===== config.mk =====
export PLATFORM = sky130hd
export DESIGN_NAME = oofd_field_decoder
export DESIGN_NICKNAME = d
export VERILOG_FILES = /design/src/rtl/oofd_pkg.sv /design/src/rtl/oofd_bank_addr.sv /design/src/rtl/oofd_table_ptr.sv /design/src/rtl/oofd_field_decoder.sv
export SDC_FILE = /design/constraint.sdc
export NUM_CORES = 1
export LEC_CHECK = 0
export BUFFER_PORTS_ARGS = -buffer_cell sky130_fd_sc_hd__buf_2
export CORE_ASPECT_RATIO = 0.5
export CORE_MARGIN = 2
export CORE_UTILIZATION = 28
export DETAILED_ROUTE_END_ITERATION = 12
export GPL_TIMING_DRIVEN = 0
export PLACE_DENSITY = 0.44
export SLEW_MARGIN = 20
export SYNTH_ARGS = -nofsm -noshare
export SYNTH_HDL_FRONTEND = slang
export SYNTH_HIERARCHICAL = 1
export SYNTH_SLANG_ARGS = --single-unit

===== constraint.sdc =====
create_clock -name core_clk -period 6.2 [get_ports core_clk]
set_input_delay 0.62 -clock core_clk [delete_from_list [all_inputs] [get_ports core_clk]]
set_output_delay 0.62 -clock core_clk [all_outputs]
set_load 0.05 [all_outputs]

===== src/rtl/oofd_pkg.sv =====
package oofd_pkg;

  // Instruction word geometry
  localparam int          INSTR_W      = 16;
  localparam int          PC_W         = 21;
  localparam int          BANK_W       = 4;
  localparam int          RAM_ADDR_W   = 12;
  localparam int          OFS_W        = 7;
  localparam logic [3:0]  SECOND_TAG   = 4'hF;
  localparam logic [20:0] PC_STEP      = 21'h000002;
  localparam logic [7:0]  ACCESS_SPLIT = 8'h60;
  localparam logic [3:0]  ACCESS_HI_BK = 4'hF;
  localparam logic [3:0]  ACCESS_LO_BK = 4'h0;

  // Reset values
  localparam logic [20:0] TPTR_RST     = 21'h000000;
  localparam logic [7:0]  TLATCH_RST   = 8'h00;

  // Instruction format classes, one-hot
  typedef enum logic [11:0] {
    CL_NOP      = 12'h001,
    CL_BYTE     = 12'h002,
    CL_BIT      = 12'h004,
    CL_LIT      = 12'h008,
    CL_PTR_LOAD = 12'h010,
    CL_MOVE2    = 12'h020,
    CL_INDEXED  = 12'h040,
    CL_CALL     = 12'h080,
    CL_GOTO     = 12'h100,
    CL_RET      = 12'h200,
    CL_REL      = 12'h400,
    CL_TBL      = 12'h800
  } oofd_class_e;

  // Table pointer modes
  typedef enum logic [1:0] {
    TM_KEEP     = 2'h0,
    TM_POST_INC = 2'h1,
    TM_POST_DEC = 2'h2,
    TM_PRE_INC  = 2'h3
  } oofd_tmode_e;

  // Word sequencer, one-hot
  typedef enum logic [1:0] {
    ST_FIRST  = 2'h1,
    ST_SECOND = 2'h2
  } oofd_state_e;

  // Decoded operand fields
  typedef struct packed {
    oofd_class_e cls;
    logic        dest_file;
    logic        use_bank;
    logic [11:0] ram_addr;
    logic [2:0]  bit_num;
    logic [7:0]  bit_mask;
    logic [1:0]  ptr_sel;
    logic [11:0] literal;
    logic [11:0] src_addr;
    logic [11:0] dst_addr;
    logic [6:0]  src_ofs;
    logic [6:0]  dst_ofs;
    logic        dst_is_ofs;
    logic        fast_shadow;
    oofd_tmode_e table_pointer_mode;
    logic        tbl_write;
    logic        rel_branch;
    logic [20:0] target;
  } oofd_dec_s;

endpackage : oofd_pkg


===== src/rtl/oofd_bank_addr.sv =====
`timescale 1ns/10ps
`default_nettype none
module oofd_bank_addr
  import oofd_pkg::*;
#(
  parameter logic [7:0] SPLIT = ACCESS_SPLIT
) (
  input  wire logic [7:0]        file_addr,       // 8-bit file operand
  input  wire logic              access_bit,      // RAM access operand bit
  input  wire logic [BANK_W-1:0] bank_select_reg, // Current bank number
  output logic [RAM_ADDR_W-1:0]  ram_addr         // Full data address
);

  // Access RAM folds addresses below 0x60 into bank 0 and the rest into bank F; else bank select
  always_comb begin
    if (!access_bit) begin
      ram_addr = (file_addr < SPLIT) ? {ACCESS_LO_BK, file_addr}
                                     : {ACCESS_HI_BK, file_addr};
    end else begin
      ram_addr = {bank_select_reg, file_addr};
    end
  end

endmodule : oofd_bank_addr
`default_nettype wire


===== src/rtl/oofd_table_ptr.sv =====
`timescale 1ns/10ps
`default_nettype none
module oofd_table_ptr
  import oofd_pkg::*;
(
  input  wire logic              core_clk,              // Core clock
  input  wire logic              arst_n,                // Async reset, low
  input  wire logic              ptr_wr,                // Datapath writes pointer
  input  wire logic [PC_W-1:0]   ptr_wr_data,           // Pointer write value
  input  wire logic              acc_go,                // Table access request
  input  wire oofd_tmode_e       acc_mode,              // Pointer mode
  input  wire logic              acc_write,             // Table write access
  input  wire logic              rd_valid,              // Program read data valid
  input  wire logic [7:0]        rd_data,               // Program read data
  input  wire logic              lat_wr,                // Datapath writes latch
  input  wire logic [7:0]        lat_wr_data,           // Latch write value
  output logic [PC_W-1:0]        program_table_pointer, // Pointer value
  output logic [7:0]             table_data_latch,      // Table latch value
  output logic                   acc_req,               // Access pulse
  output logic                   acc_is_write,          // Access direction
  output logic [PC_W-1:0]        acc_addr               // Access address
);

  logic [PC_W-1:0] ptr_q, ptr_d, addr_q, addr_d;
  logic [7:0]      lat_q, lat_d;
  logic            req_q, req_d, wr_q, wr_d;

  // Pointer mode handling and latch capture
  always_comb begin
    ptr_d  = ptr_q;
    addr_d = addr_q;
    lat_d  = lat_q;
    req_d  = 1'b0;
    wr_d   = wr_q;
    if (acc_go) begin
      req_d  = 1'b1;
      wr_d   = acc_write;
      addr_d = ptr_q;
      case (acc_mode)
        TM_KEEP:     ptr_d = ptr_q;
        TM_POST_INC: ptr_d = ptr_q + PC_W'(1);
        TM_POST_DEC: ptr_d = ptr_q - PC_W'(1);
        TM_PRE_INC: begin
          ptr_d  = ptr_q + PC_W'(1);
          addr_d = ptr_q + PC_W'(1);
        end
        default:     ptr_d = ptr_q;
      endcase
    end else if (ptr_wr) begin
      ptr_d = ptr_wr_data;
    end
    if (rd_valid) begin
      lat_d = rd_data;
    end else if (lat_wr) begin
      lat_d = lat_wr_data;
    end
  end

  // Registers
  always_ff @(posedge core_clk or negedge arst_n) begin
    if (!arst_n) begin
      ptr_q  <= TPTR_RST;
      addr_q <= TPTR_RST;
      lat_q  <= TLATCH_RST;
      req_q  <= 1'b0;
      wr_q   <= 1'b0;
    end else begin
      ptr_q  <= ptr_d;
      addr_q <= addr_d;
      lat_q  <= lat_d;
      req_q  <= req_d;
      wr_q   <= wr_d;
    end
  end

  assign program_table_pointer = ptr_q;
  assign table_data_latch      = lat_q;
  assign acc_req               = req_q;
  assign acc_is_write          = wr_q;
  assign acc_addr              = addr_q;

endmodule : oofd_table_ptr
`default_nettype wire


===== src/rtl/oofd_field_decoder.sv =====
// Operation
// - access bit 0 uses access RAM ignoring bank select; 1 uses bank select.
// - three-bit field picks one bit, 0 to 7, of an 8-bit register.
// - destination bit 0 writes accumulator; 1 writes the file register.
// - file operand is 8-bit address, or 2-bit pointer select for loads.
// - two-word move takes 12-bit source address from first word.
// - two-word move takes 12-bit destination address from second word.
// - fast bit 1 saves/restores shadow registers; 0 leaves them untouched.
// - table ops support keep, post-increment, post-decrement, pre-increment.
// - 21-bit table pointer addresses program memory via 8-bit latch.
// - relative branches and relative calls use two's complement offsets; other calls, gotos direct.
// - don't-care bits never change decoding; zero is recommended.
// - indexed moves take a 7-bit source offset and either a 7-bit destination offset or a 12-bit destination address.
// - each single word is 16 bits split into opcode and operands.
// - second words carry four leading ones and alone act as no-op.
`timescale 1ns/10ps
`default_nettype none
module oofd_field_decoder
  import oofd_pkg::*;
(
  input  wire logic               core_clk,              // Core clock
  input  wire logic               arst_n,                // Async reset, low
  input  wire logic               instr_valid,           // Word present
  input  wire logic [INSTR_W-1:0] instr_word,            // Instruction word
  input  wire logic [PC_W-1:0]    instr_pc,              // Byte address of word
  input  wire logic [BANK_W-1:0]  bank_select_reg,       // Current bank
  input  wire logic               ptr_wr,                // Pointer write
  input  wire logic [PC_W-1:0]    ptr_wr_data,           // Pointer value
  input  wire logic               tbl_rd_valid,          // Read data valid
  input  wire logic [7:0]         tbl_rd_data,           // Read data
  input  wire logic               lat_wr,                // Latch write
  input  wire logic [7:0]         lat_wr_data,           // Latch value
  output logic                    dec_valid,             // Decode pulse
  output oofd_dec_s               dec,                   // Decoded fields
  output logic                    second_pending,        // Awaiting word 2
  output logic [PC_W-1:0]         program_table_pointer, // Table pointer
  output logic [7:0]              table_data_latch,      // Table latch
  output logic                    tbl_req,               // Table access pulse
  output logic                    tbl_is_write,          // Access direction
  output logic [PC_W-1:0]         tbl_addr               // Access address
);

  oofd_state_e            st_q, st_d;
  oofd_dec_s              dec_q, dec_d, pend_q, pend_d, first_dec;
  logic                   valid_q, valid_d;
  logic [RAM_ADDR_W-1:0]  bank_addr;
  logic                   tbl_go;

  // Bit number to one-hot mask
  function automatic logic [7:0] bit_onehot(input logic [2:0] n);
    logic [7:0] m;
    m = 8'h00;
    m[n] = 1'b1;
    return m;
  endfunction : bit_onehot

  // Opcodes whose operand continues in a second word
  function automatic logic wants_second(input logic [15:0] w);
    logic r;
    r = 1'b0;
    case (w[15:12])
      4'hC: begin
        r = 1'b1;
      end
      4'hE: begin
        if (w[11:9] == 3'b110) begin
          r = 1'b1;
        end else if (w[11:8] == 4'hF) begin
          r = 1'b1;
        end else if (w[11:8] == 4'hB) begin
          r = 1'b1;
        end else if (w[11:6] == 6'b111000) begin
          r = 1'b1;
        end else begin
          r = 1'b0;
        end
      end
      default: r = 1'b0;
    endcase
    return r;
  endfunction : wants_second

  // Relative target: address of the next word plus twice the signed offset
  function automatic logic [PC_W-1:0] rel_target(
    input logic [PC_W-1:0] pc,
    input logic [10:0]     ofs
  );
    logic [PC_W-1:0] step;
    step = {{(PC_W-12){ofs[10]}}, ofs, 1'b0};
    return pc + PC_STEP + step;
  endfunction : rel_target

  // First-word field split
  function automatic oofd_dec_s decode_first(
    input logic [15:0]           w,
    input logic [PC_W-1:0]       pc,
    input logic [RAM_ADDR_W-1:0] baddr
  );
    oofd_dec_s  r;
    r = '0;
    r.cls = CL_NOP;
    r.table_pointer_mode = TM_KEEP;
    // Fields set from the same bits for every format; pointer loads then replace the literal
    r.use_bank = w[8];
    r.ram_addr = baddr;
    r.literal = {4'h0, w[7:0]};
    case (w[15:12])
      // Byte, literal, table and return formats
      4'h0: begin
        if (w[11:8] >= 4'h8) begin
          r.cls = CL_LIT;
        end else if (w[11:10] != 2'b00) begin
          r.cls = CL_BYTE;
          r.dest_file = w[9];
        end else if (w[11:8] == 4'h0 && w[7:4] == 4'h0) begin
          if (w[3]) begin
            r.cls = CL_TBL;
            r.tbl_write = w[2];
            r.table_pointer_mode = oofd_tmode_e'(w[1:0]);
          end else if (w[3:1] == 3'b001) begin
            r.cls = CL_RET;
            r.fast_shadow = w[0];
          end
        end else if (w[11:9] == 3'b001) begin
          r.cls = CL_BYTE;
          r.dest_file = 1'b0;
        end else if (w[11:8] == 4'h1) begin
          r.cls = CL_LIT;
        end
      end
      // Byte operations with destination select
      4'h1, 4'h2, 4'h3, 4'h4, 4'h5: begin
        r.cls = CL_BYTE;
        r.dest_file = w[9];
      end
      // Byte operations that always write the file register
      4'h6: begin
        r.cls = CL_BYTE;
        r.dest_file = 1'b1;
      end
      // Bit operations
      4'h7, 4'h8, 4'h9, 4'hA, 4'hB: begin
        r.cls = CL_BIT;
        r.bit_num = w[11:9];
        r.bit_mask = bit_onehot(w[11:9]);
        r.dest_file = 1'b1;
      end
      // First word of the register move
      4'hC: begin
        r.cls = CL_MOVE2;
        r.src_addr = w[11:0];
      end
      // Long relative branch and relative call
      4'hD: begin
        if (w[11]) begin
          r.cls = CL_CALL;
        end else begin
          r.cls = CL_REL;
        end
        r.rel_branch = 1'b1;
        r.target = rel_target(pc, w[10:0]);
      end
      // Short branches, calls, jumps, indexed moves and pointer loads
      4'hE: begin
        if (w[11] == 1'b0) begin
          r.cls = CL_REL;
          r.rel_branch = 1'b1;
          r.target = rel_target(pc, {{3{w[7]}}, w[7:0]});
        end else if (w[11:9] == 3'b110) begin
          r.cls = CL_CALL;
          r.fast_shadow = w[8];
        end else if (w[11:8] == 4'hF) begin
          r.cls = CL_GOTO;
        end else if (w[11:8] == 4'hB) begin
          r.cls = CL_INDEXED;
          r.src_ofs = w[6:0];
          r.dst_is_ofs = w[7];
        end else if (w[11:6] == 6'b111000) begin
          r.cls = CL_PTR_LOAD;
          r.ptr_sel = w[5:4];
          r.literal = {8'h00, w[3:0]};
        end else begin
          r.cls = CL_NOP;
        end
      end
      // Lone second words (opcode F), the only opcode left to the default
      default: r.cls = CL_NOP;
    endcase
    return r;
  endfunction : decode_first

  // Second-word completion; unused bits are ignored
  function automatic oofd_dec_s decode_second(
    input oofd_dec_s   p,
    input logic [15:0] w
  );
    oofd_dec_s r;
    r = p;
    case (p.cls)
      CL_MOVE2: r.dst_addr = w[11:0];
      // Indexed move keeps either an offset or a full address
      CL_INDEXED: begin
        if (p.dst_is_ofs) begin
          r.dst_ofs = w[6:0];
        end else begin
          r.dst_addr = w[11:0];
        end
      end
      // Direct targets are word aligned
      CL_CALL, CL_GOTO: begin
        r.target = {w[11:0], p.literal[7:0], 1'b0};
      end
      CL_PTR_LOAD: r.literal = {p.literal[3:0], w[7:0]};
      default: r = p;
    endcase
    return r;
  endfunction : decode_second

  // Bank/access address former
  oofd_bank_addr u_bank (
    .file_addr       (instr_word[7:0]),
    .access_bit      (instr_word[8]),
    .bank_select_reg (bank_select_reg),
    .ram_addr        (bank_addr)
  );

  // First-word decode, used at once or parked for the second word
  assign first_dec = decode_first(instr_word, instr_pc, bank_addr);

  // Word sequencer next state
  always_comb begin
    st_d    = st_q;
    dec_d   = dec_q;
    pend_d  = pend_q;
    valid_d = 1'b0;
    if (instr_valid) begin
      case (st_q)
        ST_FIRST: begin
          if (wants_second(instr_word)) begin
            // Park the first word until its partner arrives
            st_d   = ST_SECOND;
            pend_d = first_dec;
          end else begin
            dec_d   = first_dec;
            valid_d = 1'b1;
          end
        end
        ST_SECOND: begin
          // Whatever word comes next completes the pair
          st_d    = ST_FIRST;
          dec_d   = decode_second(pend_q, instr_word);
          valid_d = 1'b1;
        end
        default: st_d = ST_FIRST;
      endcase
    end
  end

  // Sequencer registers
  always_ff @(posedge core_clk or negedge arst_n) begin
    if (!arst_n) begin
      st_q    <= ST_FIRST;
      dec_q   <= '0;
      pend_q  <= '0;
      valid_q <= 1'b0;
    end else begin
      st_q    <= st_d;
      dec_q   <= dec_d;
      pend_q  <= pend_d;
      valid_q <= valid_d;
    end
  end

  // Table access starts on the pulse of a decoded table instruction
  assign tbl_go = valid_q && (dec_q.cls == CL_TBL);

  // Table pointer and latch, steered by decoded table operations
  oofd_table_ptr u_tbl (
    .core_clk              (core_clk),
    .arst_n                (arst_n),
    .ptr_wr                (ptr_wr),
    .ptr_wr_data           (ptr_wr_data),
    .acc_go                (tbl_go),
    .acc_mode              (dec_q.table_pointer_mode),
    .acc_write             (dec_q.tbl_write),
    .rd_valid              (tbl_rd_valid),
    .rd_data               (tbl_rd_data),
    .lat_wr                (lat_wr),
    .lat_wr_data           (lat_wr_data),
    .program_table_pointer (program_table_pointer),
    .table_data_latch      (table_data_latch),
    .acc_req               (tbl_req),
    .acc_is_write          (tbl_is_write),
    .acc_addr              (tbl_addr)
  );

  // Outputs straight from the sequencer registers
  assign dec_valid      = valid_q;
  assign dec            = dec_q;
  assign second_pending = (st_q == ST_SECOND);

endmodule : oofd_field_decoder
`default_nettype wire


======== Word level (Yosys, flattened, before mapping) ========
Index checks and enable logic that the tools add are counted.
storage, ports and cells
  register bits after elaboration ......... 268
  latch bits .............................. 0
  RAM bits ................................ 0
  bits in read-only memories .............. 0
  bits of input ports ..................... 84
  output and inout port bits .............. 170
  word-level logic and storage cells ...... 182
  memories kept ........................... 0
operators by class
  add/subtract/negate cells ............... 5
  multiply operators ...................... 0
  divide/modulo/power cells ............... 0
  order comparisons ....................... 4
  eq/ne operators ......................... 35
  shift-type cells ........................ 0
  mux-type cells .......................... 76
  bitwise logic cells ..................... 0
  reduce and logical (&&, ||, !) cells .... 21
operator list
  cell                     number
  $pmux W116 S2            1
  $mux W12                 13
  $mux W116                1
  $mux W14                 6
  $mux W21                 4
  $pmux W12 S6             1
  $mux W7                  7
  $pmux W22 S2             1
  $add A21 B21 Y21         2
  $pmux W21 S2             1
  $eq A4 B4 Y1 const B     9
  $pmux W12 S2             1
  $mux W11                 2
  $mux W22                 1
  $add A21 B1 Y21 const B  1
  $add A21 B2 Y21 const B  1
  $sub A21 B1 Y21 const B  1
  $mux W1                  18
  $eq A4 B3 Y1 const B     4
  $mux W4                  4
  $mux W8                  2
  $mux W13                 1
  $eq A12 B12 Y1 const B   1
  $eq A12 B5 Y1 const B    1
  other kinds (33)         57

======== Logic depth before layout (Yosys ltp) ========
Gate-level depths: netlist of the first run.
  word-level depth ........................ 11
  depth in mapped cells ................... 14
  gate-level depth less buffers ........... 14

======== By module ========
The synthesis of the first run kept the hierarchy.
modules (own cells, without submodules)
  module              times used  cells each  area an instance (um^2)  seq. area each (um^2)
  oofd_field_decoder  1           1164        10995.5                  5306.3
  oofd_table_ptr      1           381         3294.4                   1301.2
  oofd_bank_addr      1           17          107.6                    0.0

======== Worst setup path before layout of the first run ========
OpenSTA, ideal clock, no wires.
  path type ............................... input-to-reg
  start ................................... input port instr_pc[1]
  end ..................................... register dec_q, in the netlist dec[20]
  setup time .............................. 0.125 ns
  arrival ................................. 3.273 ns
  required time ........................... 6.075 ns
  path slack .............................. 2.801 ns
  stages .................................. 14
  path buffers ............................ 0
  path through ............................ ha_1 -> nand3_1 -> or2_2 -> nor2_1 -> xnor2_1 -> ha_1 -> a21o_1 -> a21oi_1 -> nor3b_1 -> o211ai_1 -> and3b_1 -> or4_1 -> nand3_1 -> a21oi_1
on the way
  word-level cells in the longest chain between the ends .. 6
  elaborated cells between the ends (all ways) .. 7
  classes of those cells .................. add/sub (3); mux (4)
ends and longest elaborated chain
  what                  RTL line                   RTL
  from (decl)           oofd_field_decoder.sv:25   input wire logic [PC_W-1:0] instr_pc,
  $add A21 B2 Y21 *     oofd_field_decoder.sv:90   return pc + PC_STEP + step;
  $add A21 B21 Y21      oofd_field_decoder.sv:90
  $mux W22              oofd_field_decoder.sv:165  if (w[11] == 1'b0) begin
  $pmux W22 S2 *        oofd_field_decoder.sv:107  case (w[15:12])
  $mux W116 *           oofd_field_decoder.sv:239  if (wants_second(instr_word)) begin
  $pmux W116 S2 *       oofd_field_decoder.sv:237  case (st_q)
  to (signal assigned)  oofd_field_decoder.sv:263  dec_q <= '0;
  to (signal assigned)  oofd_field_decoder.sv:268  dec_q <= dec_d;
  to (decl)             oofd_field_decoder.sv:44   oofd_dec_s dec_q, dec_d, pend_q, pend_d, first_dec;
Mark *: on every way between the ends. The rest lies on a longest branch, timed or not. The select of a mux whose other input is x is not followed.
A chain may end at the register's enable or synchronous reset.

======== Final worst setup path of the first run ========
  start ................................... input port instr_word[6]
  end ..................................... register dec_q, in the netlist dec[80]
on the way
  word-level cells in the longest chain between the ends .. 10
ends and longest elaborated chain
  what                         RTL line                   RTL
  from (decl)                  oofd_field_decoder.sv:24   input wire logic [INSTR_W-1:0] instr_word,
  $eq A6 B6 Y1                 oofd_field_decoder.sv:72   end else if (w[11:6] == 6'b111000) begin
  $mux W1                      oofd_field_decoder.sv:72
  $mux W1                      oofd_field_decoder.sv:70   end else if (w[11:8] == 4'hB) begin
  $mux W1                      oofd_field_decoder.sv:68   end else if (w[11:8] == 4'hF) begin
  $mux W1                      oofd_field_decoder.sv:66   if (w[11:9] == 3'b110) begin
  $pmux W1 S2                  oofd_field_decoder.sv:61   case (w[15:12])
  $mux W1                      oofd_field_decoder.sv:237
  $mux W1                      oofd_field_decoder.sv:236  if (instr_valid) begin
  $ne A2 B2 Y1 (no line)       -
  $reduce_and A3 Y1 (no line)  -
No other way between the ends. The select of a mux whose other input is x is not followed.

==> qor.txt, run 1 <==
Gpl congestion: 0.833
Max-cap violations: 0
PwrDens: 397 nW/um2
Die Wd: 325 um
IO Pins: 254
Mapped Cells: 1,562
Sequential element share of the synthesized area: 45.9%
Total wire length: 53.3 mm
First-pass detailed-route iteration total: 5
CTS sink cnt: 264
Setup slack, reg-to-reg: 2.64 ns
IO Port Bufs: 249
Core area: 50,500 um2
Wire length per cell: 20.9 um
Setup TNS: 0 ns
Total global-route track usage: 19.6%
# hold bufs at CTS: 0
Worst-path maximum fanout: 10
Slew Viols, Final: 0
CP endpoint kind: flop
Worst EP required: 6.61 ns
Run status: completed
Congestion Overflow GR: 0
Critical Path Source Type: input pin
Setup CP Type: in2reg
R2r startpoint: dec[105]
Final setup violating endpoints: 0
Vias in the first global route: 12.3k
Largest net degree at the start of global routing: 70
Ys async rst share: 100%
Synth area leaders: dfrtp_1 46%, a21oi_1 6.0%, nand2_1 4.5%, nor2_1 4.4%, mux2i_1 3.5%
First-pass GRT wire length: 80.0 mm
Worst-path clk slew: 0.07 ns
Clock root buffer: clkbuf_16
Peak supply drop: 243 uV
RR Endpoint: u_tbl/program_table_pointer[20]
WHS: 0.0331 ns
Die H: 164 um
Syn Std Cell Area: 14,400 um2
Detailed Place HPWL: 39.8 mm
Fin nets: 1,968
Clock Skews: 0.0171 ns
P&R area growth vs syn: 21.5%
Post-synth net total: 1,686
Final Cycle Share: 58.0%
Initial antenna violation count: 2
Slew margin rel.: 29.9%
Unique masters post-synth: 79
Critical Path AT: 4.00 ns
Fin crit period: 3.59 ns
Synth Warn #: 6
Synth area leader: dfrtp_1
Site Rows: 58
Cts repair resizes: 0
Fmax: 278 MHz
Synth top cells by count: 263 x dfrtp_1, 174 x nand2_1, 172 x a21oi_1
Worst R2R Path Depth: 8
Synth top area share: 45.7%
1st-iter DRT viols: 956
Hold Crit Class: in2async
Via count: 12.7k
Post-synth EDFFs: 0
Final Hold Violating Endpoints: 0
ANT nets after route: 0
Clock tree buffer depth: 3
Starting Density: 28.5%
Worst-Skew Late Latency: 0.56 ns
Drt via density: 4.98
CTS tree: built
Syn_area_per_cell: 9.22 um2
Drt drc: 0
Synth Flop Type: dfrtp_1
CTS H-tree depth: 1
Share of layout cells above drive strength 1: 19.7%
CTS Buf Count: 28
Least-Margin Pin Slew: 1.04 ns
RSZ-0062 raised after global routing: no
Top-count cell post-synth: dfrtp_1
Post-synthesis register bit count: 264
Post-CTS Setup Repair Bufs: 0
Die area: 53,400 um2
Pleak: 7.85 nW
-- layout make-up --
cell class                      instances  area, um2
Fill cell                            5347      33000
Sequential cell                       264       6610
Clock buffer                           37        776
Inverter                               22       82.6
Tap cell                              690        863
Antenna cell                            2       5.00
Multi-Input combinational cell       1156       7170
Timing Repair Buffer                  252       1340
Clock inverter                         14        105
Buffer                                120        546
-- critical path, cell delays in order --
cell and delay (ns):
buf_2 0.15, clkbuf_1 0.68, o21ai_0 0.17, a21boi_0 0.27, nand2b_1 0.14, a21boi_1 0.16, a21oi_1 0.28, clkbuf_1 0.75
clkbuf_1 0.61, a21oi_1 0.17
-- metal layers --
metal  up-vias  wire [um]  GRT usage [%]
met5         -          0              0
li1       6094          -              -
met2       259      25700           33.2
met3        44       2030           2.50
met4         0        721           3.18
met1      6331      24900           27.1
-- flip-flops by register name (all words and copies together), names as in the netlist --
name	cells
u_tbl/acc_is_write	1
st_q	2
dec	116
u_tbl/acc_addr	21
u_tbl/acc_req	1
pend_q	93
dec_valid	1
u_tbl/table_data_latch	8
u_tbl/program_table_pointer	21
-- through the flow --
step                area [um2]  power [mW]  util (%)  setup slack (ns)  instances
floorplan                14400        4.38         -              2.80       1562
finish                   17500        6.94      34.6              2.61       2557
CTS                      17500        7.03      34.6              2.64       2555
detailed placement       16600        5.32      32.9              2.06       2504
global placement         16500        5.30      32.7            -0.983       2501
global route             17500        7.30      34.6              2.38       2556
-- cells in the final DEF (no fill, tap or decap), types with 16 or more instances in the layout --
| cell type | Yosys | final |
|---|---|---|
| a21o_1 | 16 | 16 |
| a21oi_1 | 172 | 172 |
| a221oi_1 | 16 | 16 |
| and2_1 | 49 | 49 |
| buf_2 | 3 | 251 |
| clkbuf_1 | 87 | 93 |
| clkbuf_16 | 0 | 29 |
| dfrtp_1 | 263 | 263 |
| ha_1 | 39 | 39 |
| inv_1 | 22 | 22 |
| mux2_2 | 30 | 30 |
| mux2i_1 | 51 | 51 |
| nand2_1 | 174 | 174 |
| nand3_1 | 44 | 44 |
| nand4_1 | 18 | 18 |
| nor2_1 | 169 | 169 |
| o21ai_0 | 79 | 79 |
| xnor2_1 | 44 | 44 |
| xor2_1 | 27 | 27 |
-- power breakdown --
group          internal (mW)  switching, mW  leakage [nW]
sequential              2.12          0.283          3.41
clock                  0.923          0.762         0.441
combinational          0.697           2.16          4.00
-- how the worst max path moves through the flow --
stage	end	start	slack, ns
after floorplan	dec[20]	instr_pc[1]	2.80
after global placement	u_tbl/program_table_pointer[2]	arst_n	-0.98
after detailed placement	dec[80]	instr_word[6]	2.06
after CTS	dec[20]	instr_pc[1]	2.64
after global routing	u_tbl/program_table_pointer[0]	dec[104]	2.38
final	dec[80]	instr_word[6]	2.61
-- cell families (layout without fill, tap and decap cells) --
kind of cell             Yosys count  after routing  synth area share [%]
AO/OA/AOI/OAI                    403            403                  17.2
XOR/XNOR                          71             71                  4.32
adder cells (fa/ha/maj)           40             40                  3.53
buffers and inverters            142            445                  4.36
flip-flops                       264            264                  45.9
multiplexers                      83             83                  6.07
other                              0              2                     0
AND/OR/NAND/NOR                  559            559                  18.7
Power figures use the tool's default switching activity.
==> inputs of run 2 (changes only) <==
Settings changed: PLACE_DENSITY 0.44 to 0.45.
Clock period 6.2 ns to 3 ns, I/O delays scaled along.
==> qor.txt, run 2 (synthesized netlist as in run 1, its figures left out) <==
Run status: completed (unchanged)
Site Rows: 58 (unchanged)
Cell area after layout: 17,900 um2 (was 17,500 um2)
Switching Share: 45.7% (was 46.1%)
Largest net degree at the start of global routing: 80 (was 70)
CTS Buf Count: 28 (unchanged)
Peak supply drop: 516 uV (was 243 uV)
CP max-delay cell: or4_4 (was clkbuf_1)
Clock tree buffer depth: 3 (unchanged)
Hold Crit Class: in2reg (was in2async)
Starting Density: 28.5% (unchanged)
Slew margin rel.: 29.9% (about the same)
Least-Margin Pin Slew: 1.05 ns (was 1.04 ns)
WHS: 0.0340 ns (was 0.0331 ns)
Dpl cell area: 16,600 um2 (about the same)
PwrDens: 817 nW/um2 (was 397 nW/um2)
Diode count: 0 (was 2)
CTS H-tree depth: 1 (unchanged)
Register area: 6610 um2 (unchanged)
Share of layout cells above drive strength 1: 21.8% (was 19.7%)
WL met3: 2.36 mm (was 2.03 mm)
Critical Path AT: 3.36 ns (was 4.00 ns)
First-pass GRT wire length: 79.1 mm (was 80.0 mm)
1st-iter DRT viols: 876 (was 956)
Multi-input logic area: 7270 um2 (was 7170 um2)
Clock Skews: 0.0324 ns (was 0.0171 ns)
Worst-path clk slew: 0.07 ns (about the same)
Worst-path maximum fanout: 10 (unchanged)
Combinational power share: 40.8% (was 41.1%)
CTS sink cnt: 264 (unchanged)
Max-cap violations: 0 (unchanged)
CP endpoint kind: flop (unchanged)
P&R area growth vs syn: 24.0% (was 21.5%)
First-pass detailed-route iteration total: 6 (was 5)
Die H: 164 um (unchanged)
Fill cells: 5,347 (unchanged)
Fin nets: 1,987 (was 1,968)
Worst path buffer plus inverter count: 1 (was 4)
RSZ-0062 raised after global routing: yes (was no)
Clock share of power: 25.2% (was 24.3%)
Core area: 50,500 um2 (unchanged)
CP peak stage delay: 0.56 ns (was 0.75 ns)
Congestion Overflow GR: 0 (unchanged)
Total global-route track usage: 19.3% (was 19.6%)
Wire length per cell: 20.5 um (was 20.9 um)
Most frequent cells in the layout: 263 x dfrtp_1, 256 x buf_2, 174 x nand2_1, 172 x a21oi_1, 166 x nor2_1 (was 263 x dfrtp_1, 251 x buf_2, 174 x nand2_1, 172 x a21oi_1, 169 x nor2_1)
ANT nets after route: 0 (unchanged)
IO Pins: 254 (unchanged)
Fmax: 345 MHz
Internal Dissipation: 7.92 mW (was 3.74 mW)
CTS tree: built (unchanged)
Commonest non-fill, non-tap cell in the layout: dfrtp_1 (unchanged)
Detailed Place HPWL: 39.0 mm (was 39.8 mm)
WL met1: 23.9 mm (was 24.9 mm)
Initial antenna violation count: 1 (was 2)
Via count: 12.7k (about the same)
Clock root buffer: clkbuf_16 (unchanged)
NetSw: 6.66 mW (was 3.20 mW)
Fin crit period: 2.90 ns
Gpl congestion: 0.866 (was 0.833)
Die Wd: 325 um (unchanged)
Worst EP required: 3.47 ns (was 6.61 ns)
Critical Path Source Type: flop (was input pin)
Final WS setup: 0.101 ns (was 2.61 ns)
Final Cycle Share: 96.6%
Die area: 53,400 um2 (unchanged)
Largest register FFs: 116 (unchanged)
Final Hold Violating Endpoints: 0 (unchanged)
Total wire length: 52.7 mm (was 53.3 mm)
Slew Viols, Final: 0 (unchanged)
Setup CP Type: reg2reg (was in2reg)
Drt drc: 0 (unchanged)
Final setup violating endpoints: 0 (unchanged)
Final Total Pwr: 14.6 mW (was 6.94 mW)
Max Used Layer: met4 (unchanged)
WL met2: 25.6 mm (was 25.7 mm)
Drt via density: 4.94 (was 4.98)
Vias in the first global route: 12.6k (was 12.3k)
Sequential share of power: 34.0% (was 34.6%)
Setup WS pre-CTS: -0.804 ns (was 2.06 ns)
Pleak: 8.07 nW (was 7.85 nW)
CP top delay family: simple AND/OR/NAND/NOR gates (was buffers and inverters)
Worst-Skew Late Latency: 0.59 ns (was 0.56 ns)
Worst path cell trace: or4_4 > or3_4 > nor4_4 > buf_6 > mux2_2 > a221oi_1 > nor2_1 (was buf_2 > clkbuf_1 > o21ai_0 > a21boi_0 > nand2b_1 > a21boi_1 > a21oi_1 > clkbuf_1 > clkbuf_1 > a21oi_1)
IO Port Bufs: 249 (unchanged)
[run 2: cell types whose count changed in the layout (fill, tap and decap cells not counted), sizes merged]
| cell | change |
|---|---|
| buf | +4 |
| clkbuf | -3 |
| clkinv | -1 |
| dlygate4sd3 | +16 |
| clkinvlp | -1 |
| diode | -2 |
| bufinv | +2 |
[run 2: path summary, 6_finish.rpt]
kind	end	start	cells past startpoint	slack, ns
hold reg to reg	dec[45]	dec[45]	2	0.47
setup / recovery	dec[4]	pend_q[107]	7	0.10
setup reg to reg	dec[4]	pend_q[107]	7	0.10
min in group asynchronous	dec[19]	arst_n	2	0.23
hold / removal	u_tbl/table_data_latch[2]	lat_wr_data[2]	3	0.03
max in group asynchronous	u_tbl/program_table_pointer[1]	arst_n	4	1.59
[run 2: power by group through the flow]
stage               combinational (mW)  sequential (mW)  clock (mW)
global route                      6.35             5.07        3.92
detailed placement                5.93             5.04           0
floorplan                         1.90             7.16           0
global placement                  5.91             5.03           0
CTS                               5.97             4.98        3.78
finish                            5.95             4.96        3.67
[run 2: cell type report]
class,count,area share [%]
flip-flops and latches,264,37.0
plain buffers,119,3.20
multi-input cells,1156,40.7
clock inverters,14,0.918
repair buffers,272,8.56
inverters,22,0.463
well taps,690,4.84
clock buffers,35,4.30
[run 2: timing repair]
action                     CTS  global route
hold endpoints to repair    61             0
hold buffers                16             0
resized for setup           16            38
setup endpoints to repair   85            97
gates cloned                 0             0
setup buffers                0             3
pin swaps                    0             3
[run 2: per-layer routing]
metal,track usage (%),vias up
li1,-,6126
met1,25.9,6256
met2,33.1,266
met3,3.09,56
met4,3.75,0
met5,0,-
[run 2: tightest hold or removal path, cell delays in order]
cell	delay (ns)
buf_2	0.08
mux2i_1	0.06
o21ai_0	0.13
[run 2: per-stage QoR]
step	std cells	util, %	TNS, ns
final	2572	35.3	0
after global routing	2572	35.3	-0.0718
after CTS	2569	35.1	0
after detailed placement	2505	32.9	-106.65
after global placement	2501	32.7	-1097.23
after floorplan	1562	-	0
==> inputs of run 3 (changes only) <==
Settings changed: CORE_ASPECT_RATIO 0.5 to 1.25, CORE_MARGIN 2 to 4.
==> qor.txt, run 3 (synthesized netlist as in run 1, its figures left out) <==
Via count: 12.9k (was 12.7k)
Drt via density: 5.06 (was 4.94)
CTS Buf Count: 31 (was 28)
Internal Dissipation: 8.29 mW (was 7.92 mW)
Clock Skews: 0.0160 ns (was 0.0324 ns)
Cell area after layout: 17,900 um2 (about the same)
Clock share of power: 26.6% (was 25.2%)
CTS H-tree depth: 1 (unchanged)
Fin crit period: 2.92 ns (was 2.90 ns)
Vias in the first global route: 13.0k (was 12.6k)
Final Cycle Share: 97.4% (was 96.6%)
Slew margin rel.: 25.8% (was 29.9%)
Dpl cell area: 16,600 um2 (about the same)
Slew Viols, Final: 0 (unchanged)
Critical Path AT: 3.36 ns (about the same)
Total global-route track usage: 19.4% (was 19.3%)
Setup TNS: 0 ns (unchanged)
Wire length per cell: 21.6 um (was 20.5 um)
Share of layout cells above drive strength 1: 22.0% (was 21.8%)
Largest register FFs: 116 (unchanged)
Fin nets: 1,989 (was 1,987)
ANT nets after route: 0 (unchanged)
Final WS setup: 0.0790 ns (was 0.101 ns)
Most frequent cells in the layout: 263 x dfrtp_1, 256 x buf_2, 174 x nand2_1, 172 x a21oi_1, 166 x nor2_1 (unchanged)
Initial antenna violation count: 3 (was 1)
Pleak: 8.12 nW (was 8.07 nW)
NetSw: 6.74 mW (was 6.66 mW)
Critical Path Source Type: flop (unchanged)
Final Hold Violating Endpoints: 0 (unchanged)
Peak supply drop: 524 uV (was 516 uV)
Setup WS pre-CTS: -0.825 ns (was -0.804 ns)
Total wire length: 55.0 mm (was 52.7 mm)
Max-cap violations: 0 (unchanged)
Clock tree buffer depth: 3 (unchanged)
Fmax: 342 MHz (was 345 MHz)
Worst-path clk slew: 0.06 ns (was 0.07 ns)
Hold Crit Class: in2reg (unchanged)
Die Wd: 211 um (was 325 um)
Hold wc startpoint: tbl_rd_valid (was lat_wr_data[2])
PwrDens: 838 nW/um2 (was 817 nW/um2)
Congestion Overflow GR: 0 (unchanged)
Detailed Place HPWL: 41.5 mm (was 39.0 mm)
Die area: 55,100 um2 (was 53,400 um2)
Switching Share: 44.8% (was 45.7%)
First-pass GRT wire length: 82.8 mm (was 79.1 mm)
Combinational power share: 40.3% (was 40.8%)
IO Port Bufs: 249 (unchanged)
Worst EP required: 3.44 ns (was 3.47 ns)
CP endpoint kind: flop (unchanged)
1st-iter DRT viols: 925 (was 876)
Starting Density: 28.4% (was 28.5%)
Final setup violating endpoints: 0 (unchanged)
Run status: completed (unchanged)
Least-Margin Pin Slew: 1.11 ns (was 1.05 ns)
Largest net degree at the start of global routing: 90 (was 80)
Worst-path maximum fanout: 10 (unchanged)
Gpl congestion: 0.836 (was 0.866)
First-pass detailed-route iteration total: 5 (was 6)
Worst-Skew Late Latency: 0.57 ns (was 0.59 ns)
Sequential share of power: 33.2% (was 34.0%)
P&R area growth vs syn: 24.6% (was 24.0%)
Clock root buffer: clkbuf_16 (unchanged)
Commonest non-fill, non-tap cell in the layout: dfrtp_1 (unchanged)
CP startpoint: pend_q[107] (unchanged)
R2r startpoint: pend_q[107] (unchanged)
CTS tree: built (unchanged)
Drt drc: 0 (unchanged)
Core area: 50,600 um2 (was 50,500 um2)
Site Rows: 92 (was 58)
IO Pins: 254 (unchanged)
CTS sink cnt: 264 (unchanged)
Setup CP Type: reg2reg (unchanged)
Final Total Pwr: 15.0 mW (was 14.6 mW)
Die H: 262 um (was 164 um)
## run 3: layout make-up
| type | count | area [um2] |
|---|---|---|
| clock buffer | 44 | 875 |
| inverter | 22 | 82.6 |
| clock inverter | 11 | 183 |
| fill | 5308 | 32700 |
| buffer | 119 | 564 |
| tap | 658 | 823 |
| sequential | 264 | 6610 |
| timing repair buffer | 271 | 1510 |
| multi-input combinational | 1156 | 7290 |
| antenna | 2 | 5.00 |
## run 3: power groups by stage
stage / clock network, mW / registers, mW / logic, mW
finish: 3.99 / 4.99 / 6.06
global route: 4.24 / 5.09 / 6.48
floorplan: 0 / 7.16 / 1.90
CTS: 4.10 / 5.00 / 6.08
detailed placement: 0 / 5.05 / 6.05
global placement: 0 / 5.04 / 5.99
## run 3: path summary, 6_finish.rpt
path	end	slack [ns]	cells after the start
max in group asynchronous	dec[6]	1.67	4
min reg2reg	dec[45]	0.46	2
min	u_tbl/table_data_latch[3]	0.03	2
min in group asynchronous	dec[28]	0.19	2
max	dec[2]	0.08	7
max reg2reg	dec[2]	0.08	7
## run 3: worst max-delay path, cell delays in order, from the launching register on
cell and delay [ns]:
dfrtp_1 0.40, or4_4 0.57, or3_4 0.37, nor4_4 0.35, buf_6 0.22, mux2_2 0.39
a221oi_1 0.41, nor2_1 0.08
## run 3: timing repair
action,4_1_cts,5_1_grt
setup endpoints to repair,96,64
resized for setup,17,28
hold buffers,12,0
hold endpoints to repair,106,0
pin swaps,0,4
buffers inserted,0,7
## run 3: per-layer routing
| layer | vias to the layer above | wire length (um) | part of all wire, % | global-route usage [%] |
|---|---|---|---|---|
| li1 | 6119 | - | - | - |
| met1 | 6298 | 23400 | 42 | 25.3 |
| met2 | 383 | 27400 | 50 | 33.9 |
| met3 | 78 | 2910 | 5.3 | 2.55 |
| met4 | 2 | 1370 | 2.5 | 4.99 |
| met5 | - | 9 | 0.016 | 0 |
## run 3: per-stage QoR
stage / hold slack [ns] / util (%) / cells
6_report: 0.0251 / 35.4 / 2547
3_5_place_dp: 0.178 / 32.7 / 2472
2_1_floorplan: 0.00441 / - / 1562
5_1_grt: 0.0301 / 35.4 / 2546
3_3_place_gp: 0.449 / 32.5 / 2469
4_1_cts: 0.00828 / 35.1 / 2538
